### src/logic/act_pkg.sv
// Package for the converter clock tree and shared interrupt pin block
// Operation
// - With the pin mode upper bit at 0 (reset value) the shared pin is the interrupt output for all four sources.
// - In interrupt mode the pin mode lower bit picks the idle level, released or driven high.
// - With the pin mode upper bit at 1 the pin carries the modulator bitstream, updated on the sample clock.
// - In bitstream mode a pending power-on-reset or CRC interrupt forces the pin low until software clears it.
// - The device senses the real pin level and must see it high while the pin is released in interrupt mode.
// - A two-bit clock source field in the first configuration register makes the master clock pin an input or an output.
// - The analog master clock is the master clock divided by the prescale factor.
// - The sample clock is the analog master clock divided by 4, one sample and one modulator bit per period.
// - In continuous mode results come at the sample clock divided by the oversampling ratio.
// - In interrupt mode each new result is announced by a data-ready pulse on the interrupt pin.
// - Serial clock and master clock are unrelated; the master clock runs continuously while converting.
package act_pkg;

  // ----------------------------------------------------------------
  // Register offsets
  // ----------------------------------------------------------------
  localparam logic [7:0] ACT_REG_CONFIG = 8'h00;
  localparam logic [7:0] ACT_REG_OSR = 8'h04;
  localparam logic [7:0] ACT_REG_STATUS = 8'h08;
  localparam logic [7:0] ACT_REG_MASK = 8'h0C;
  localparam logic [7:0] ACT_REG_PIN = 8'h10;

  // ----------------------------------------------------------------
  // Field positions and reset values
  // ----------------------------------------------------------------
  localparam int ACT_CLKSEL_LSB = 0;
  localparam int ACT_PRE_LSB = 2;
  localparam int ACT_IRQMODE_LSB = 4;
  localparam int ACT_CONV_BIT = 6;
  localparam logic [31:0] ACT_CONFIG_RST = 32'h0000_0000;
  localparam logic [16:0] ACT_OSR_RST = 17'h0_0100;
  localparam logic [16:0] ACT_OSR_MIN = 17'h0_0001;
  localparam logic [3:0] ACT_MASK_RST = 4'h0;
  localparam int ACT_SAMPLE_DIV = 4;

  // Interrupt sources
  localparam int ACT_IRQ_DRDY = 0;
  localparam int ACT_IRQ_CRC = 1;
  localparam int ACT_IRQ_POR = 2;
  localparam int ACT_IRQ_PIN = 3;

  // Clock source codes: upper bit set selects internal oscillator, lower bit then also drives the analog master clock level on the pin
  typedef enum logic [1:0] {
    ACT_CLK_EXT0 = 2'b00,
    ACT_CLK_EXT1 = 2'b01,
    ACT_CLK_INT_NOOUT = 2'b10,
    ACT_CLK_INT_OUT = 2'b11
  } act_clksel_t;

  typedef struct packed {
    logic o;
    logic oe;
  } act_pin_t;

  function automatic logic [3:0] act_pre_div(input logic [1:0] code);
    act_pre_div = 4'h1 << code;
  endfunction

endpackage

### src/logic/act_clock_irq.sv
// Clock tree, data-rate generator and shared interrupt/bitstream pin
//
// The implementer's own choices: register access over APB and the register offsets.
`timescale 1ns/1ps
module act_clock_irq
  import act_pkg::*;
(
  input wire logic clk_in,
  input wire logic resetn_in,
  input wire logic mclk_pin_in,
  input wire logic osc_clk_in,
  input wire logic modulator_bit_in,
  input wire logic crc_error_in,
  input wire logic por_event_in,
  input wire logic irq_pin_sense_in,
  input wire logic psel,
  input wire logic penable,
  input wire logic pwrite,
  input wire logic [7:0] paddr,
  input wire logic [31:0] pwdata,
  output logic [31:0] prdata,
  output logic pready,
  output logic pslverr,
  output logic mclk_pin_out,
  output logic mclk_pin_oe_out,
  output logic irq_pin_out,
  output logic irq_pin_oe_out,
  output logic sample_tick_out,
  output logic data_ready_out,
  output logic irq_out
);

  // ----------------------------------------------------------------
  // Registers
  // ----------------------------------------------------------------
  logic [1:0] clk_sel;
  logic [1:0] prescale;
  logic [1:0] irq_mode;
  logic conv_en;
  logic [16:0] oversampling_ratio;
  logic [3:0] status;
  logic [3:0] mask;
  logic wr_en;
  logic rd_en;
  logic [3:0] clr_bits;

  assign wr_en = psel && penable && pwrite;
  assign rd_en = psel && penable && !pwrite;
  assign clr_bits = (wr_en && paddr == ACT_REG_STATUS) ? pwdata[3:0] : 4'h0;

  always_ff @(posedge clk_in or negedge resetn_in) begin
    if (!resetn_in) begin
      clk_sel <= ACT_CONFIG_RST[ACT_CLKSEL_LSB +: 2];
      prescale <= ACT_CONFIG_RST[ACT_PRE_LSB +: 2];
      irq_mode <= ACT_CONFIG_RST[ACT_IRQMODE_LSB +: 2];
      conv_en <= ACT_CONFIG_RST[ACT_CONV_BIT];
      oversampling_ratio <= ACT_OSR_RST;
      mask <= ACT_MASK_RST;
    end else if (wr_en) begin
      if (paddr == ACT_REG_CONFIG) begin
        clk_sel <= pwdata[ACT_CLKSEL_LSB +: 2];
        prescale <= pwdata[ACT_PRE_LSB +: 2];
        irq_mode <= pwdata[ACT_IRQMODE_LSB +: 2];
        conv_en <= pwdata[ACT_CONV_BIT];
      end
      if (paddr == ACT_REG_OSR) begin
        // Zero ratio would make the data rate divider wrap only every 131072 samples
        oversampling_ratio <= (pwdata[16:0] == 17'h0_0000) ? ACT_OSR_MIN : pwdata[16:0];
      end
      if (paddr == ACT_REG_MASK) begin
        mask <= pwdata[3:0];
      end
    end
  end

  // ----------------------------------------------------------------
  // APB slave: zero wait states, error on unmapped address
  // ----------------------------------------------------------------
  logic mapped;
  assign mapped = paddr == ACT_REG_CONFIG || paddr == ACT_REG_OSR ||
                  paddr == ACT_REG_STATUS || paddr == ACT_REG_MASK ||
                  paddr == ACT_REG_PIN;

  always_ff @(posedge clk_in or negedge resetn_in) begin
    if (!resetn_in) begin
      pready <= 1'b0;
      pslverr <= 1'b0;
      prdata <= 32'h0000_0000;
    end else begin
      pready <= psel && !penable;
      pslverr <= psel && !penable && !mapped;
      prdata <= 32'h0000_0000;
      if (psel && !penable && !pwrite) begin
        unique case (paddr)
          ACT_REG_CONFIG: prdata <= {25'h000_0000, conv_en, irq_mode, prescale, clk_sel};
          ACT_REG_OSR: prdata <= {15'h0000, oversampling_ratio};
          ACT_REG_STATUS: prdata <= {28'h000_0000, status};
          ACT_REG_MASK: prdata <= {28'h000_0000, mask};
          ACT_REG_PIN: prdata <= {30'h0000_0000, irq_pin_sense_in, irq_pin_out};
          default: prdata <= 32'h0000_0000;
        endcase
      end
    end
  end

  // ----------------------------------------------------------------
  // Master clock select and prescaler
  // ----------------------------------------------------------------
  // Both clock sources are sampled as levels; they must be slower than clk_in / 2.
  logic mclk_lvl;
  logic mclk_prev;
  logic mclk_rise;
  logic [2:0] pre_cnt;
  logic analog_master_clock_tick;
  logic analog_master_clock_lvl;

  always_ff @(posedge clk_in or negedge resetn_in) begin
    if (!resetn_in) begin
      mclk_lvl <= 1'b0;
      mclk_prev <= 1'b0;
    end else begin
      mclk_lvl <= clk_sel[1] ? osc_clk_in : mclk_pin_in;
      mclk_prev <= mclk_lvl;
    end
  end
  assign mclk_rise = mclk_lvl && !mclk_prev;

  always_ff @(posedge clk_in or negedge resetn_in) begin
    if (!resetn_in) begin
      pre_cnt <= 3'h0;
      analog_master_clock_tick <= 1'b0;
      analog_master_clock_lvl <= 1'b0;
    end else begin
      analog_master_clock_tick <= 1'b0;
      if (mclk_rise) begin
        if (pre_cnt >= 3'(act_pre_div(prescale) - 4'h1)) begin
          pre_cnt <= 3'h0;
          analog_master_clock_tick <= 1'b1;
          analog_master_clock_lvl <= !analog_master_clock_lvl;
        end else begin
          pre_cnt <= pre_cnt + 3'h1;
        end
      end
    end
  end

  // Pin becomes output only for the internal-oscillator-with-output code
  always_ff @(posedge clk_in or negedge resetn_in) begin
    if (!resetn_in) begin
      mclk_pin_out <= 1'b0;
      mclk_pin_oe_out <= 1'b0;
    end else begin
      mclk_pin_out <= analog_master_clock_lvl;
      mclk_pin_oe_out <= clk_sel == ACT_CLK_INT_OUT;
    end
  end

  // ----------------------------------------------------------------
  // Sample clock and data rate
  // ----------------------------------------------------------------
  logic [1:0] smp_cnt;
  logic smp_tick;
  logic [16:0] osr_cnt;
  logic drdy_tick;
  logic mod_bit;

  always_ff @(posedge clk_in or negedge resetn_in) begin
    if (!resetn_in) begin
      smp_cnt <= 2'h0;
      smp_tick <= 1'b0;
      sample_tick_out <= 1'b0;
    end else begin
      smp_tick <= 1'b0;
      if (analog_master_clock_tick) begin
        smp_cnt <= smp_cnt + 2'h1;
        smp_tick <= smp_cnt == 2'(ACT_SAMPLE_DIV - 1);
      end
      sample_tick_out <= smp_tick;
    end
  end

  // Modulator bit refreshed once per sample, on an analog clock edge
  always_ff @(posedge clk_in or negedge resetn_in) begin
    if (!resetn_in) begin
      mod_bit <= 1'b0;
    end else if (smp_tick) begin
      mod_bit <= modulator_bit_in;
    end
  end

  always_ff @(posedge clk_in or negedge resetn_in) begin
    if (!resetn_in) begin
      osr_cnt <= 17'h0_0000;
      drdy_tick <= 1'b0;
    end else begin
      drdy_tick <= 1'b0;
      if (!conv_en) begin
        osr_cnt <= 17'h0_0000;
      end else if (smp_tick) begin
        if (osr_cnt >= oversampling_ratio - 17'h0_0001) begin
          osr_cnt <= 17'h0_0000;
          drdy_tick <= 1'b1;
        end else begin
          osr_cnt <= osr_cnt + 17'h0_0001;
        end
      end
    end
  end

  // ----------------------------------------------------------------
  // Interrupt status, set wins over clear
  // ----------------------------------------------------------------
  logic [3:0] events;
  logic sense_s1;
  logic sense_s2;
  logic pin_fault;
  logic oe_d1;
  logic oe_d2;

  always_ff @(posedge clk_in or negedge resetn_in) begin
    if (!resetn_in) begin
      sense_s1 <= 1'b1;
      sense_s2 <= 1'b1;
      oe_d1 <= 1'b0;
      oe_d2 <= 1'b0;
    end else begin
      sense_s1 <= irq_pin_sense_in;
      sense_s2 <= sense_s1;
      oe_d1 <= irq_pin_oe_out;
      oe_d2 <= oe_d1;
    end
  end
  // Pin stuck low while nothing pending: pull-up missing or contention
  // Enable history matches the sense delay, so our own low pulse never counts
  assign pin_fault = !sense_s2 && !oe_d2 && !oe_d1 && !irq_pin_oe_out &&
                     !irq_mode[1];

  assign events[ACT_IRQ_DRDY] = drdy_tick;
  assign events[ACT_IRQ_CRC] = crc_error_in;
  assign events[ACT_IRQ_POR] = por_event_in;
  assign events[ACT_IRQ_PIN] = pin_fault;

  always_ff @(posedge clk_in or negedge resetn_in) begin
    if (!resetn_in) begin
      status <= 4'h0;
    end else begin
      status <= (status & ~clr_bits) | events;
    end
  end

  always_ff @(posedge clk_in or negedge resetn_in) begin
    if (!resetn_in) begin
      irq_out <= 1'b0;
    end else begin
      irq_out <= |(status & mask);
    end
  end

  // ----------------------------------------------------------------
  // Shared pin drive
  // ----------------------------------------------------------------
  logic drdy_pulse;
  logic lvl_pending;
  act_pin_t next_pin;

  // Data ready is a one-cycle low pulse; others hold low until cleared
  assign drdy_pulse = drdy_tick;
  assign lvl_pending = status[ACT_IRQ_POR] || status[ACT_IRQ_CRC];

  always_comb begin
    next_pin.o = 1'b1;
    next_pin.oe = 1'b1;
    if (irq_mode[1]) begin
      next_pin.o = lvl_pending ? 1'b0 : mod_bit;
    end else if (drdy_pulse || (|status[3:1])) begin
      next_pin.o = 1'b0;
    end else begin
      next_pin.oe = irq_mode[0];
    end
  end

  always_ff @(posedge clk_in or negedge resetn_in) begin
    if (!resetn_in) begin
      irq_pin_out <= 1'b1;
      irq_pin_oe_out <= 1'b0;
      data_ready_out <= 1'b0;
    end else begin
      irq_pin_out <= next_pin.o;
      irq_pin_oe_out <= next_pin.oe;
      data_ready_out <= drdy_tick;
    end
  end

endmodule

### config.mk
export PLATFORM = sky130hd
export DESIGN_NAME = act_clock_irq
export DESIGN_NICKNAME = d
export VERILOG_FILES = /design/src/logic/act_pkg.sv /design/src/logic/act_clock_irq.sv
export SDC_FILE = /design/constraint.sdc
export NUM_CORES = 1
export LEC_CHECK = 0
export BUFFER_PORTS_ARGS = -buffer_cell sky130_fd_sc_hd__buf_2
export CAP_MARGIN = 20
export CORE_UTILIZATION = 45
export DETAILED_ROUTE_END_ITERATION = 8
export GPL_TIMING_DRIVEN = 0
export HOLD_SLACK_MARGIN = 0.08
export PLACE_DENSITY = 0.68
export SLEW_MARGIN = 30
export SYNTH_ARGS = -nofsm -noshare
export SYNTH_HDL_FRONTEND = slang
export SYNTH_SLANG_ARGS = --single-unit
### constraint.sdc
create_clock -name clk_in -period 4.6 [get_ports clk_in]
set_clock_uncertainty 0.15 [all_clocks]
set_input_delay 0.23 -clock clk_in [delete_from_list [all_inputs] [get_ports clk_in]]
set_output_delay 0.23 -clock clk_in [all_outputs]
set_load 0.02 [all_outputs]
Yosys cells after proc, flatten, opt, wreduce, memory -nomap -nowiden
Index checks and enable logic that the tools add are counted.
Storage, ports and cells
  bits in registers: 106
  input port bits: 51
  output and inout port bits: 41
  word-level logic and storage cells: 105
Cells by class
  add/subtract/negate cells: 5
  order comparisons: 2
  eq/ne operators: 7
  shift operators: 1
  muxes and demuxes: 20
  bitwise gates (word level): 4
  reduce and logical (&&, ||, !) cells: 35
Operators with widths (number)
  17-bit 2-to-1 mux: 5
  17-bit case mux with 5 select lines: 1
  17-bit by 1-bit adder with 17-bit output, second input constant: 1
  17-bit >= comparator: 1
  17-bit logical NOT: 1
  17-bit by 1-bit subtractor with 17-bit output, second input constant: 1
  8-bit by 4-bit equality test with 1-bit output, second input constant: 2
  1-bit 2-to-1 mux: 12
  1-bit logical AND: 11
  1-bit logical NOT: 10
  4-bit bitwise AND: 2
  8-bit by 3-bit equality test with 1-bit output, second input constant: 1
  8-bit by 5-bit equality test with 1-bit output, second input constant: 1
  8-bit logical NOT: 1
  2-bit AND reduction: 4
  1-bit logical OR: 6
  2-bit equality test, second input constant: 2
  4-bit 2-to-1 mux: 1
  4-bit inverter: 1
  4-bit OR: 1
  4-bit OR reduction: 1
  3-bit by 1-bit adder with 3-bit output, second input constant: 1
  3-bit >= comparator: 1
  3-bit 2-to-1 mux: 1
  5 further kinds: 5

Depth between registers and ports, before layout
Gate-level depths: netlist of the first run.
  depth in word-level cells: 7
  mapped depth: 14
  depth with buffers taken out: 13

Worst setup path after synthesis of the first run
OpenSTA, ideal clock, no wires.
  kind: register to register
  from: reg oversampling_ratio[4]
  to: reg osr_cnt[5]
  library setup time: 64 ps
  arrival: 3049 ps
  data required time: 4386 ps
  slack: 1337 ps
  stages on the path, launching flop included: 14
  path buffers: 1
  clock period less this slack: 3263 ps
  cell sequence: dfrtp_1 > nor3_1 > nand2_1 > or4_1 > nor3_1 > xnor2_1 > ha_1 > a21oi_1 > o21ai_0 > a211oi_1 > o2111ai_1 > clkbuf_1 > nor4_1 > a21o_1
On the way
  word-level cells in the longest chain between the ends: 5
Ends and longest elaborated chain
  from (decl): line act_clock_irq.sv:40  | logic [16:0] oversampling_ratio;
  from (signal assigned): line act_clock_irq.sv:68  | oversampling_ratio <= (pwdata[16:0] == 17'h0_0000) ? ACT_OSR_MIN : pwdata[16:0];
  17-bit by 1-bit subtractor with 17-bit output: line act_clock_irq.sv:200  | if (osr_cnt >= oversampling_ratio - 17'h0_0001) begin
  17-bit >= comparator: line act_clock_irq.sv:200
  17-bit 2-to-1 mux: line act_clock_irq.sv:200
  17-bit 2-to-1 mux: line act_clock_irq.sv:199  | end else if (smp_tick) begin
  17-bit 2-to-1 mux: line act_clock_irq.sv:197  | if (!conv_en) begin
  to (signal assigned): line act_clock_irq.sv:204  | osr_cnt <= osr_cnt + 17'h0_0001;
  to (decl): line act_clock_irq.sv:163  | logic [16:0] osr_cnt;
Every way passes these cells. The select of a mux whose other input is x is not followed.
A chain may end at the register's enable or synchronous reset.

Final worst setup path of the first run
  from: reg oversampling_ratio[4]
  to: reg osr_cnt[11]
The elaborated chain is that of the path after synthesis.

==> summary by stage, run 1 <==
Drt
The detailed-router iteration count before antenna repair is 4. The number of DRC markers after the initial detailed-route iteration is 140. The routed layout has 3584 vias. The number of nets with antenna violations after detailed routing is 0. The DRC violation count after routing is 0. Dividing the detail-routed wire length by the instance count gives about 15 microns. The number of vias per cell is around 5.3. The aggregate routed wire length is ~10000 microns.

Logic synthesis
In this run, synthesis inferred 0 flip-flops with an integrated enable. Yosys attributes the largest share of cell area to sky130_fd_sc_hd__dfrtp_1 (46%), sky130_fd_sc_hd__mux2_2 (6.9%), sky130_fd_sc_hd__ha_1 (6.4%). The average instance in the mapped netlist occupies 11.0 sq um. In this run, distinct cell masters in the synthesized netlist total between 40 and 50. In the synthesized netlist, the cells that appear most often are sky130_fd_sc_hd__dfrtp_1 (87), sky130_fd_sc_hd__nand2_1 (33), sky130_fd_sc_hd__mux2_2 (29). The summed instance area of the synthesized netlist is about 0.0047 sq mm. The number of storage elements in the synthesis netlist is 91. The area fraction of the dominant cell type after synthesis is between 40% and 50%. The post-synthesis async set-or-reset flop share is 100%. The predominant post-synthesis flop cell is sky130_fd_sc_hd__dfrtp_1. The gate count of the mapped netlist is roughly 430. The number of warnings reported in the yosys synthesis log is 0. The sequential fraction of the synthesis area is about half. The leading area contributor after synthesis is sky130_fd_sc_hd__dfrtp_1. The library cell with the highest instance count after synthesis is sky130_fd_sc_hd__dfrtp_1.

Min path
The tightest min-delay check is of the in2reg type.

Worst setup path
The slowest stage of the critical path belongs to the cell sky130_fd_sc_hd__nor3_1. The number of buffers and inverters on the critical path is 1. For the worst setup path, the data arrival time is 4.01 ns.

The highest net fanout along the worst path is 10. The cell occurring most often along the worst timing path is sky130_fd_sc_hd__nor3_1. The family with the most delay on the worst path is simple AND/OR/NAND/NOR gates. The required time at the worst-slack endpoint is ~4.8 ns. The critical path goes through nor3_1, nand2_1, or4_1, nor3_1, xnor2_1, ha_1, a21oi_1, o21ai_0, a211oi_1, o2111ai_1, clkbuf_1, nor3b_1, a21o_1. The sort of element at the end of the critical path is a flip-flop. The type of origin of the critical path is a flip-flop.

On the worst path, the slowest cell contributes a delay of around 0.50 ns. The critical path is of the reg2reg type.

Clock network
The maximum buffer depth of the clock tree is 2. Clock-pin slew was measured on the worst setup and hold paths at 0.09 ns. Once the clock tree was built, the resizer swapped 0 gates to a different size.

The clock latency on the worst-skew pair is 0.37 ns. The number of buffers inserted to repair setup after CTS is 0. The number of clock sinks seen by CTS is 91. The cell at the root of the clock tree is sky130_fd_sc_hd__clkbuf_8. The maximum level of the CTS H-tree is 3. The TritonCTS clock tree is yes. Clock tree synthesis inserted a total of 9 buffers.

Global routing
In the global route stage, met3 resource usage came out at about 4.4%. The total track usage is 20.4%. Summed over all layers, the global routing overflow is 0.

After global routing, the most crowded layer is met2. The via count of the first global-routing pass is 3573. The maximum number of pins on one net before global-route repair is 58. Global routing used between 30% and 40% of the available met2 tracks. The number of antenna violations at the first check in global routing is 0. For this run, global-route usage on met1 was measured as between 20% and 30%. The first global-routing pass estimated about 18000 microns of wire.

Finish
The final net count is 618. The number of antenna diodes in the final layout is 0. The final core area utilization is between 50% and 60%. The fraction of final layout cells sized beyond drive strength 1 is between 20% and 30%. The area growth from synthesis to layout is 22.4%. The finished cells cover about 0.0058 sq mm.

Place
The detailed-placement wirelength estimate is 7550 microns. The placed instances occupy a cell area of around 0.0053 sq mm. Routability-driven placement finished with a final weighted congestion of 0.847. The count of buffers added on input and output ports is 60.

Power
The worst-case vdd ir drop is 231 uV. Overall power consumption after layout is estimated at 1.60 mW. The leakage power total is between 2 and 3 nW.

The ratio of total power to cell area is between 200 and 300 mW/mm^2.

Timing
Based on the critical path, the design can be clocked at up to between 200 and 300 MHz. The final total negative setup slack is 0 ns. Setup repair after global routing left no endpoint under its margin. The worst hold margin is slightly above 0.09 ns. The slew at the pin closest to its max-slew limit is roughly 0.7 ns. The number of hold violations in the final report is 0.

Setup violations remaining at the end of the flow were counted as 0. The worst pin sits at a relative slew slack of a little over half. The final max-slew violation count is 0. The share of the clock period used by the worst path is ~84%. The minimum clock period is just under 4 ns.

Floorplan
Once the floorplan was initialized, standard cells occupied a little under half of the core. The floorplan step set the die height to roughly 100 microns. The die covers between 0.01 and 0.015 sq mm.

The total I/O pin count is roughly 90. Row generation in the floorplan step produced 36 rows. The area of the core region is ~0.010 sq mm. In this run the horizontal extent of the chip is 104 microns.

Flow run
The number of max-capacitance violations reported is 0.

Status
The flow ran to the end, and the final reports show no timing, DRC or antenna violations.
## cell families after synthesis
family          Yosys count  share of synthesized area [%]
simple gates            150                           18.4
other cells               1                         0.0795
xor+xnor                 17                           3.16
mux                      37                           9.47
fa+ha+maj                24                           6.37
flops                    91                           48.4
compound gates           73                           9.98
buf+inv                  35                           4.14
## power by group
part | internal [mW] | total [mW] | switching (mW)
registers | 0.833 | 0.857 | 0.0236
logic | 0.0827 | 0.180 | 0.0970
clock network | 0.283 | 0.568 | 0.285
## final cells by class
class | instances | area, sq um
plain buffers | 24 | 154
well taps | 133 | 166
fillers | 846 | 4190
flip-flops and latches | 91 | 2280
repair buffers | 90 | 624
clock inverters | 5 | 60.1
inverters | 11 | 41.3
multi-input cells | 316 | 2290
clock buffers | 11 | 151
## worst paths after layout
kind / start / to / slack, ns / cells after the start
max: oversampling_ratio[4] / osr_cnt[11] / 0.75 / 13
min: paddr[4] / pslverr / 0.09 / 3
max reg2reg: oversampling_ratio[4] / osr_cnt[11] / 0.75 / 13
min reg2reg: sense_s1 / sense_s2 / 0.21 / 0
max in group asynchronous: resetn_in / irq_pin_out / 3.50 / 3
min in group asynchronous: resetn_in / osr_cnt[14] / 0.16 / 2
## per-stage QoR
step,std cells,setup WS (ns)
5_1_grt,681,0.474
2_1_floorplan,442,1.34
3_3_place_gp,635,0.843
3_5_place_dp,636,0.804
6_report,681,0.751
4_1_cts,681,0.779
## routing by layer
layer  vias up  part of all wire [%]
met1      1735                    45
met4         0                   1.3
li1       1750                     -
met3        11                   4.0
met2        88                    49
met5         -                     0
## layout by cell type, fill, tap and decap left out, drive strengths merged, types with 8 or more instances in the layout
| cell | netlist | final |
|---|---|---|
| dfrtp | 87 | 87 |
| buf | 16 | 77 |
| mux2 | 37 | 37 |
| nand2 | 34 | 34 |
| dlygate4sd3 | 0 | 29 |
| ha | 24 | 24 |
| nor2 | 21 | 21 |
| o21ai | 20 | 20 |
| clkbuf | 8 | 19 |
| a21o | 18 | 18 |
| and3 | 17 | 17 |
| conb | 1 | 15 |
| a21oi | 14 | 14 |
| nor3 | 12 | 12 |
| inv | 11 | 12 |
| xnor2 | 10 | 10 |
| nor3b | 10 | 10 |
| nor4 | 9 | 9 |
| nand3 | 8 | 8 |
| a22oi | 8 | 8 |
## worst reg2reg max path, cell delays in order, from the launching register on
cell                        delay, ns
sky130_fd_sc_hd__dfrtp_1         0.44
sky130_fd_sc_hd__nor3_1          0.50
sky130_fd_sc_hd__nand2_1         0.13
sky130_fd_sc_hd__or4_1           0.45
sky130_fd_sc_hd__nor3_1          0.20
sky130_fd_sc_hd__xnor2_1         0.16
sky130_fd_sc_hd__ha_1            0.27
sky130_fd_sc_hd__a21oi_1         0.18
sky130_fd_sc_hd__o21ai_0         0.12
sky130_fd_sc_hd__a211oi_1        0.25
sky130_fd_sc_hd__o2111ai_1       0.24
sky130_fd_sc_hd__clkbuf_1        0.30
sky130_fd_sc_hd__nor3b_1         0.28
sky130_fd_sc_hd__a21o_1          0.11
## sequential cells by signal, summed over array words and instances (netlist names), 2 cells and up
name,flops
pre_cnt,3
prescale,2
irq_mode,2
prdata,17
mask,4
osr_cnt,17
clk_sel,2
oversampling_ratio,17
status,4
smp_cnt,2
## what timing repair did
item,CTS,global route
endpoints found under the hold margin,124,0
setup endpoints to repair,0,0
hold buffers,29,0
No activity file was read; power rests on OpenSTA's default activity.
==> inputs of run 2 (changes only) <==
==> constraint.sdc (replaced) <==
create_clock -name clk_in -period 3.65 [get_ports clk_in]
set_clock_uncertainty 0.15 [all_clocks]
set_input_delay 0.1825 -clock clk_in [delete_from_list [all_inputs] [get_ports clk_in]]
set_output_delay 0.1825 -clock clk_in [all_outputs]
set_load 0.02 [all_outputs]
==> run 2 against run 1 <==
Core utilization is 0.64 points higher. Highest routed layer unchanged. Critical path depth is 1 higher. Die area stayed put. Critical endpoint unchanged.
==> summary by stage, run 2 (same netlist as run 1, synthesis figures left out) <==
Global routing
The number of antenna violations at the first check in global routing is 0. The total overflow left after global routing is 0. The via count of the first global-routing pass is 3596.

The maximum number of pins on one net before global-route repair is between 50 and 60. Global routing used about a fifth of the available tracks across all layers. The wire length of the first global-routing pass is 17600 microns.

Clock network
Clock tree synthesis found a total of 91 sinks. The number of setup buffers added after CTS is 0. The clock reaches the later pin of the worst-skew pair after ~0.37 ns. The CTS buffer count is 9. The cell at the root of the clock tree is sky130_fd_sc_hd__clkbuf_8.

The H-tree was split into 3 levels. TritonCTS built the clock tree. After clock tree synthesis, the clock-pin slew on the worst setup and hold paths is roughly 0.09 ns. Counting along the longest clock path gives a buffer depth of 2.

Worst setup path
The number of cells on the worst reg-to-reg path is 14. STA classifies the critical path endpoint as a flip-flop. The origin of the critical flop-to-flop path is oversampling_ratio[0]. The end of the worst register-to-register path is osr_cnt[11]. For the worst setup path, the data arrival time is 3.62 ns. The flop-to-flop setup slack is between 0.15 and 0.2 ns.

The required time at the worst-slack endpoint is 3.81 ns. In this run the worst path has a maximum fanout of 10. The worst setup path startpoint is oversampling_ratio[0]. The category of the critical setup timing path is reg2reg.

The type of origin of the critical path is a flip-flop. The critical path ends at osr_cnt[11].

Place
The final estimated routing congestion in global placement is 0.847. The cell count after placement is around 640. During placement, the flow inserted port buffers numbering 60. The placed instances occupy a cell area of roughly 0.0053 sq mm. Detailed placement finished with a half-perimeter wire length of 7550 microns.

Finish
The final net count is 621. For this run, the number of standard cells in the final layout without fillers is between 600 and 700. The fraction of final layout cells sized beyond drive strength 1 is roughly 27%. The largest registers in the layout are osr_cnt (17), oversampling_ratio (17), prdata (17).

The area growth from synthesis to layout is 23.7%. Leaving out fill and tap cells, the most frequent cell in the layout is sky130_fd_sc_hd__dfrtp_1. Counting the fill cells in the layout gives 835.

The final core area utilization is between 50% and 60%. After routing the design area is 0.00583 sq mm. Leaving out fill and tap cells, the most frequent cells in the layout are sky130_fd_sc_hd__dfrtp_1 (87), sky130_fd_sc_hd__buf_2 (61), sky130_fd_sc_hd__nand2_1 (33). The number of antenna diodes in the final layout is 0.

Drt
The number of nets with antenna violations after detailed routing is 0. The number of vias per cell is ~5.3. For this block, the initial DRC count from the detailed router was around 160. The routed via count is 3619. The DRC violation count after routing is 0. After detailed routing, the average wire length per cell comes to 15.5 microns. Wires add up to 10600 microns. For this run, the detailed router's first-pass iteration total came to 4.

Floorplan
The total I/O pin count is a little over 90. The die covers around 0.011 sq mm. From left edge to right edge, the die measures 104 microns. The area of the core region is about 0.01 sq mm. Once the floorplan was initialized, standard cells occupied a little under half of the core.

The vertical die dimension is roughly 100 microns. The initialized floorplan defines 36 standard-cell rows.

Power
The cell internal power dissipation is approximately 1.5 mW. The proportion of power drawn by combinational gates is 11.4%. The share of power burned in registers is a little over half.

Power comes to between 2 and 2.5 mW. The fraction of power spent switching nets is roughly 25%. The ratio of total power to cell area is approximately 350 mW/mm^2. In this run, the clock network consumes 35.3% of the power.

For this design the total switching power over the nets is 0.513 mW. The leakage power total is between 2 and 3 nW. The worst-case vdd ir drop is a little under 300 uV.

Timing
The worst slew margin relative to its limit is a little over half. Static timing analysis puts the maximum clock frequency at approximately 290 MHz. At the pin with the least slew margin, the transition time is 0.695 ns. The share of the clock period used by the worst path is a little over nine tenths. The number of hold violations in the final report came to 0. The minimum clock period is around 3.5 ns.

Setup violations remaining at the end of the flow were counted as 0. The final max-slew violation count is 0.

Min path
The worst hold path belongs to the class in2async.

Status
The flow ran to the end, and the final reports show no timing, DRC or antenna violations.

Flow run
The number of max-capacitance violations reported is 0.
-- run 2: timing repair --
action / CTS / global route
gates cloned: 0 / 0
hold endpoints to repair: 128 / 0
hold buffers: 32 / 0
resized for setup: 3 / 7
setup endpoints to repair: 11 / 11
-- run 2: worst min-delay path by stage --
stage	end	start	depth (start not counted)	slack, ns
floorplan	analog_master_clock_lvl	resetn_in	0	-0.26
global placement	sense_s1	irq_pin_sense_in	1	0.15
detailed placement	osr_cnt[9]	resetn_in	1	-0.05
CTS	osr_cnt[5]	resetn_in	2	0.12
global route	osr_cnt[14]	resetn_in	2	0.15
finish	osr_cnt[14]	resetn_in	2	0.11
-- run 2: power groups by stage --
stage,registers (mW),clock network [mW],logic [mW]
after floorplan,1.10,0,0.113
after global placement,1.10,0,0.195
after detailed placement,1.10,0,0.205
after CTS,1.08,0.739,0.231
after global routing,1.09,0.777,0.255
final,1.08,0.715,0.231
-- run 2: through the flow --
step	hold WS, ns	setup TNS, ns	worst slack [ns]
after detailed placement	-0.0519	-1.22	-0.146
final	0.110	0	0.194
after floorplan	-0.263	0	0.387
after CTS	0.123	0	0.0539
after global placement	0.154	-0.670	-0.107
after global routing	0.147	-0.00770	-0.00770
-- run 2: worst max-delay path: stages, from the launching register on --
cell	delay, ns
sky130_fd_sc_hd__dfrtp_1	0.41
sky130_fd_sc_hd__inv_1	0.12
sky130_fd_sc_hd__ha_2	0.24
sky130_fd_sc_hd__nand2_1	0.07
sky130_fd_sc_hd__or4_1	0.44
sky130_fd_sc_hd__nor3_1	0.20
sky130_fd_sc_hd__xnor2_1	0.16
sky130_fd_sc_hd__ha_1	0.27
sky130_fd_sc_hd__a21oi_1	0.18
sky130_fd_sc_hd__o21ai_0	0.14
sky130_fd_sc_hd__a211oi_2	0.22
sky130_fd_sc_hd__o2111ai_2	0.20
sky130_fd_sc_hd__buf_2	0.24
sky130_fd_sc_hd__nor3b_1	0.24
sky130_fd_sc_hd__a21o_1	0.11
-- run 2: metal layers --
layer  routed length [microns]  vias up  GRT usage (%)
met5                         0        -              0
met3                       421       13           4.45
met2                      5220       87           34.2
met4                       130        0           7.24
met1                      4820     1765           26.0
li1                          -     1754              -
-- run 2: cell type report --
class	count	area, sq um	share of cell area [%]
Buffer	24	156	2.68
Clock buffer	11	151	2.60
Clock inverter	5	60.1	1.03
Inverter	11	41.3	0.708
Multi-Input combinational cell	316	2320	39.8
Sequential cell	91	2280	39.1
Tap cell	133	166	2.85
Timing Repair Buffer	93	654	11.2
==> inputs of run 3 (changes only) <==
--- a/config.mk
+++ b/config.mk
@@ -5,13 +5,14 @@
 export SDC_FILE = /design/constraint.sdc
 export NUM_CORES = 1
 export LEC_CHECK = 0
-export BUFFER_PORTS_ARGS = -buffer_cell sky130_fd_sc_hd__buf_2
 export CAP_MARGIN = 20
 export CORE_UTILIZATION = 45
+export CTS_BUF_LIST = sky130_fd_sc_hd__clkbuf_8
 export DETAILED_ROUTE_END_ITERATION = 8
+export DONT_BUFFER_PORTS = 1
 export GPL_TIMING_DRIVEN = 0
 export HOLD_SLACK_MARGIN = 0.08
-export PLACE_DENSITY = 0.68
+export PLACE_DENSITY = 0.61
 export SLEW_MARGIN = 30
 export SYNTH_ARGS = -nofsm -noshare
 export SYNTH_HDL_FRONTEND = slang
==> run 3 against run 2 <==
Flip-flop and latch count unchanged. Sequential power about the same. First-iteration DRC count down 3.7%. Maximum frequency down 0.60%. Wire length down 1.2%. Largest power group unchanged.
==> summary by stage, run 3 (same netlist as run 1, synthesis figures left out) <==
Drt
In the routed layout, each cell is associated on average with a via count of around 5.4. Once detail routing completed, the nets flagged for antenna violations numbered 0. The detailed-router iteration count before antenna repair is 4. The routed wire length per instance is about 17 microns. The aggregate routed wire length is about 10000 microns.

The first routing iteration left ~160 violations. For this run, design rule violations remaining after detail routing come to 0. The routed via count is between 3000 and 4000.

Floorplan
The floorplan has 36 rows. The floorplan step set the die width to ~100 microns. The starting density of the core is between 40% and 50%. 92 I/O pins were placed. The area of the core region is roughly 0.01 sq mm. The die covers between 0.01 and 0.015 sq mm. The floorplan step set the die height to 104 microns.

Timing
The final total negative setup slack is 0 ns. For the pin with the worst max-slew slack, the measured transition is roughly 0.73 ns. Setup repair after global routing left no endpoint under its margin. Counting I/O delays and the setup requirement, the final critical path takes 3.48 ns. Dividing the final minimum period by the clock period gives 95.3%. The final setup slack of the worst path is approximately 0.17 ns. Setup violations remaining at the end of the flow were counted as 0. The final max-slew violation count was 0. The number of hold violations in the final report was 0. Headroom to the max-slew limit came out at 51.4%. Based on the critical path, the design can be clocked at up to 288 MHz.

Power
The ratio of total power to cell area is roughly 340 mW/mm^2. For this design the static power due to leakage is around 2.7 nW. VDD sags by at most around 270 uV.

Clock network
The longest clock path from root to sink contains 2 buffers. The clock latency on the worst-skew pair is 0.35 ns. Clock tree synthesis found a total of 91 sinks. Clock-pin slew was measured on the worst setup and hold paths at ~0.080 ns.

The maximum level of the CTS H-tree is 3. TritonCTS built the clock tree. Clock tree synthesis inserted a total of 9 buffers.

In this run the clock root is driven by a sky130_fd_sc_hd__clkbuf_8.

Finish
In the final layout, the registers with the most flip-flops are osr_cnt (17), oversampling_ratio (17), prdata (17). Leaving out fill and tap cells, the most frequent cells in the layout are sky130_fd_sc_hd__dfrtp_1 (87), sky130_fd_sc_hd__dlygate4sd3_1 (36), sky130_fd_sc_hd__nand2_1 (33). The number of antenna diodes is 0. Excluding fillers, the count of instances in the completed layout stands at ~630. Once layout is done, the placed cells without fillers occupy between 0.005 and 0.006 sq mm. The final net count is between 500 and 600. The post-route netlist has 18.8% of its cells at a drive strength greater than 1.

The most common cell after layout, fill and taps aside is sky130_fd_sc_hd__dfrtp_1. Compared with the post-synthesis result, the final layout area differs by 17.9%.

Global routing
The maximum number of pins on one net before global-route repair is 92. The via count of the first global-routing pass came to ~3500. The first global-routing pass estimated roughly 17000 microns of wire.

The number of antenna violations at the first check in global routing came to 0. The sum of overflow across all layers after global routing is 0. The total track usage is roughly a fifth.

Min path
The worst min-delay path category is in2reg. Along the worst hold path, the cell count comes to 5.

Worst setup path
By instance count, the cell type seen most on the critical path is sky130_fd_sc_hd__dlygate4sd3_1. The cell count of the worst reg-to-reg path is 14. The largest single stage delay on the critical path is a little over 0.6 ns. In this run the worst path has a maximum fanout of 9.

The worst setup path is of the in2reg kind. Walking the worst path, the cells encountered are dlygate4sd3_1, or4_4, dlygate4sd3_1, nor2_4, nor4b_4, nand2_4, mux2_2, dlygate4sd3_1. For the worst setup path, the data required time is around 3.7 ns. The signal arrival time at the worst endpoint is 3.56 ns. The worst setup path is launched from an input port. The slowest library cell on the worst path is sky130_fd_sc_hd__dlygate4sd3_1. The worst setup path is captured at a flip-flop.

Place
In this run the tool buffered the top-level ports with 0 buffer cells. Once placement finished, the instance area stood at a little under 0.005 sq mm. Counting tap cells, the placed design contains a total of between 500 and 600 instances. The final estimated routing congestion in global placement is about 0.81. At the placement stage, the worst setup path has a slack of -0.176 ns. The detailed-placement wirelength estimate is just over 7000 microns.

Status
The flow ran to the end, and the final reports show no timing, DRC or antenna violations.

Flow run
The tool flagged a number of max-cap violations equal to 0.
## run 3: worst max-delay path: cells and delay by family
family / cells / cell delay (ns)
buffers and inverters: 3 / 1.72
multiplexers: 1 / 0.31
AND/OR/NAND/NOR: 4 / 1.36
## run 3: through the flow
step / utilization (%) / hold slack [ns] / power [mW]
2_1_floorplan: - / -0.263 / 1.22
3_3_place_gp: 49.6 / -0.260 / 1.24
3_5_place_dp: 49.6 / -0.259 / 1.24
4_1_cts: 55.3 / 0.0859 / 1.93
5_1_grt: 55.9 / 0.0894 / 2.00
6_report: 55.9 / 0.0935 / 1.91
## run 3: final cells by class
class / count / area [sq um]
Clock buffer: 10 / 138
Timing Repair Buffer: 38 / 395
Fill cell: 849 / 4390
Clock inverter: 5 / 37.5
Sequential cell: 91 / 2280
Multi-Input combinational cell: 316 / 2340
Buffer: 24 / 161
Inverter: 11 / 41.3
Tap cell: 133 / 166
## run 3: timing repair
item | CTS | global route
gates cloned | 0 | 0
endpoints found under the setup margin | 11 | 13
hold buffers | 37 | 0
setup buffers | 0 | 1
endpoints found under the hold margin | 139 | 0
pin swaps | 0 | 1
gates resized for setup | 1 | 18
## run 3: final timing paths
check	slack, ns	startpoint	to
max	0.17	paddr[7]	oversampling_ratio[6]
min	0.09	pwdata[16]	oversampling_ratio[0]
min reg2reg	0.21	sense_s1	sense_s2
max reg2reg	0.25	oversampling_ratio[0]	osr_cnt[5]
max in group asynchronous	2.73	resetn_in	sense_s1
min in group asynchronous	0.23	resetn_in	osr_cnt[9]
## run 3: metal layers
| layer | vias up | GRT usage [%] | routed length (microns) |
|---|---|---|---|
| met2 | 88 | 32.7 | 4980 |
| li1 | 1639 | - | - |
| met1 | 1673 | 26.8 | 4860 |
| met4 | 0 | 5.51 | 182 |
| met5 | - | 0 | 0 |
| met3 | 18 | 5.45 | 450 |
## run 3: power by group
part	total (mW)	internal (mW)	switching (mW)
clock	0.623	0.265	0.358
sequential	1.09	1.05	0.0418
combinational	0.193	0.0907	0.102
total	1.91	1.41	0.503
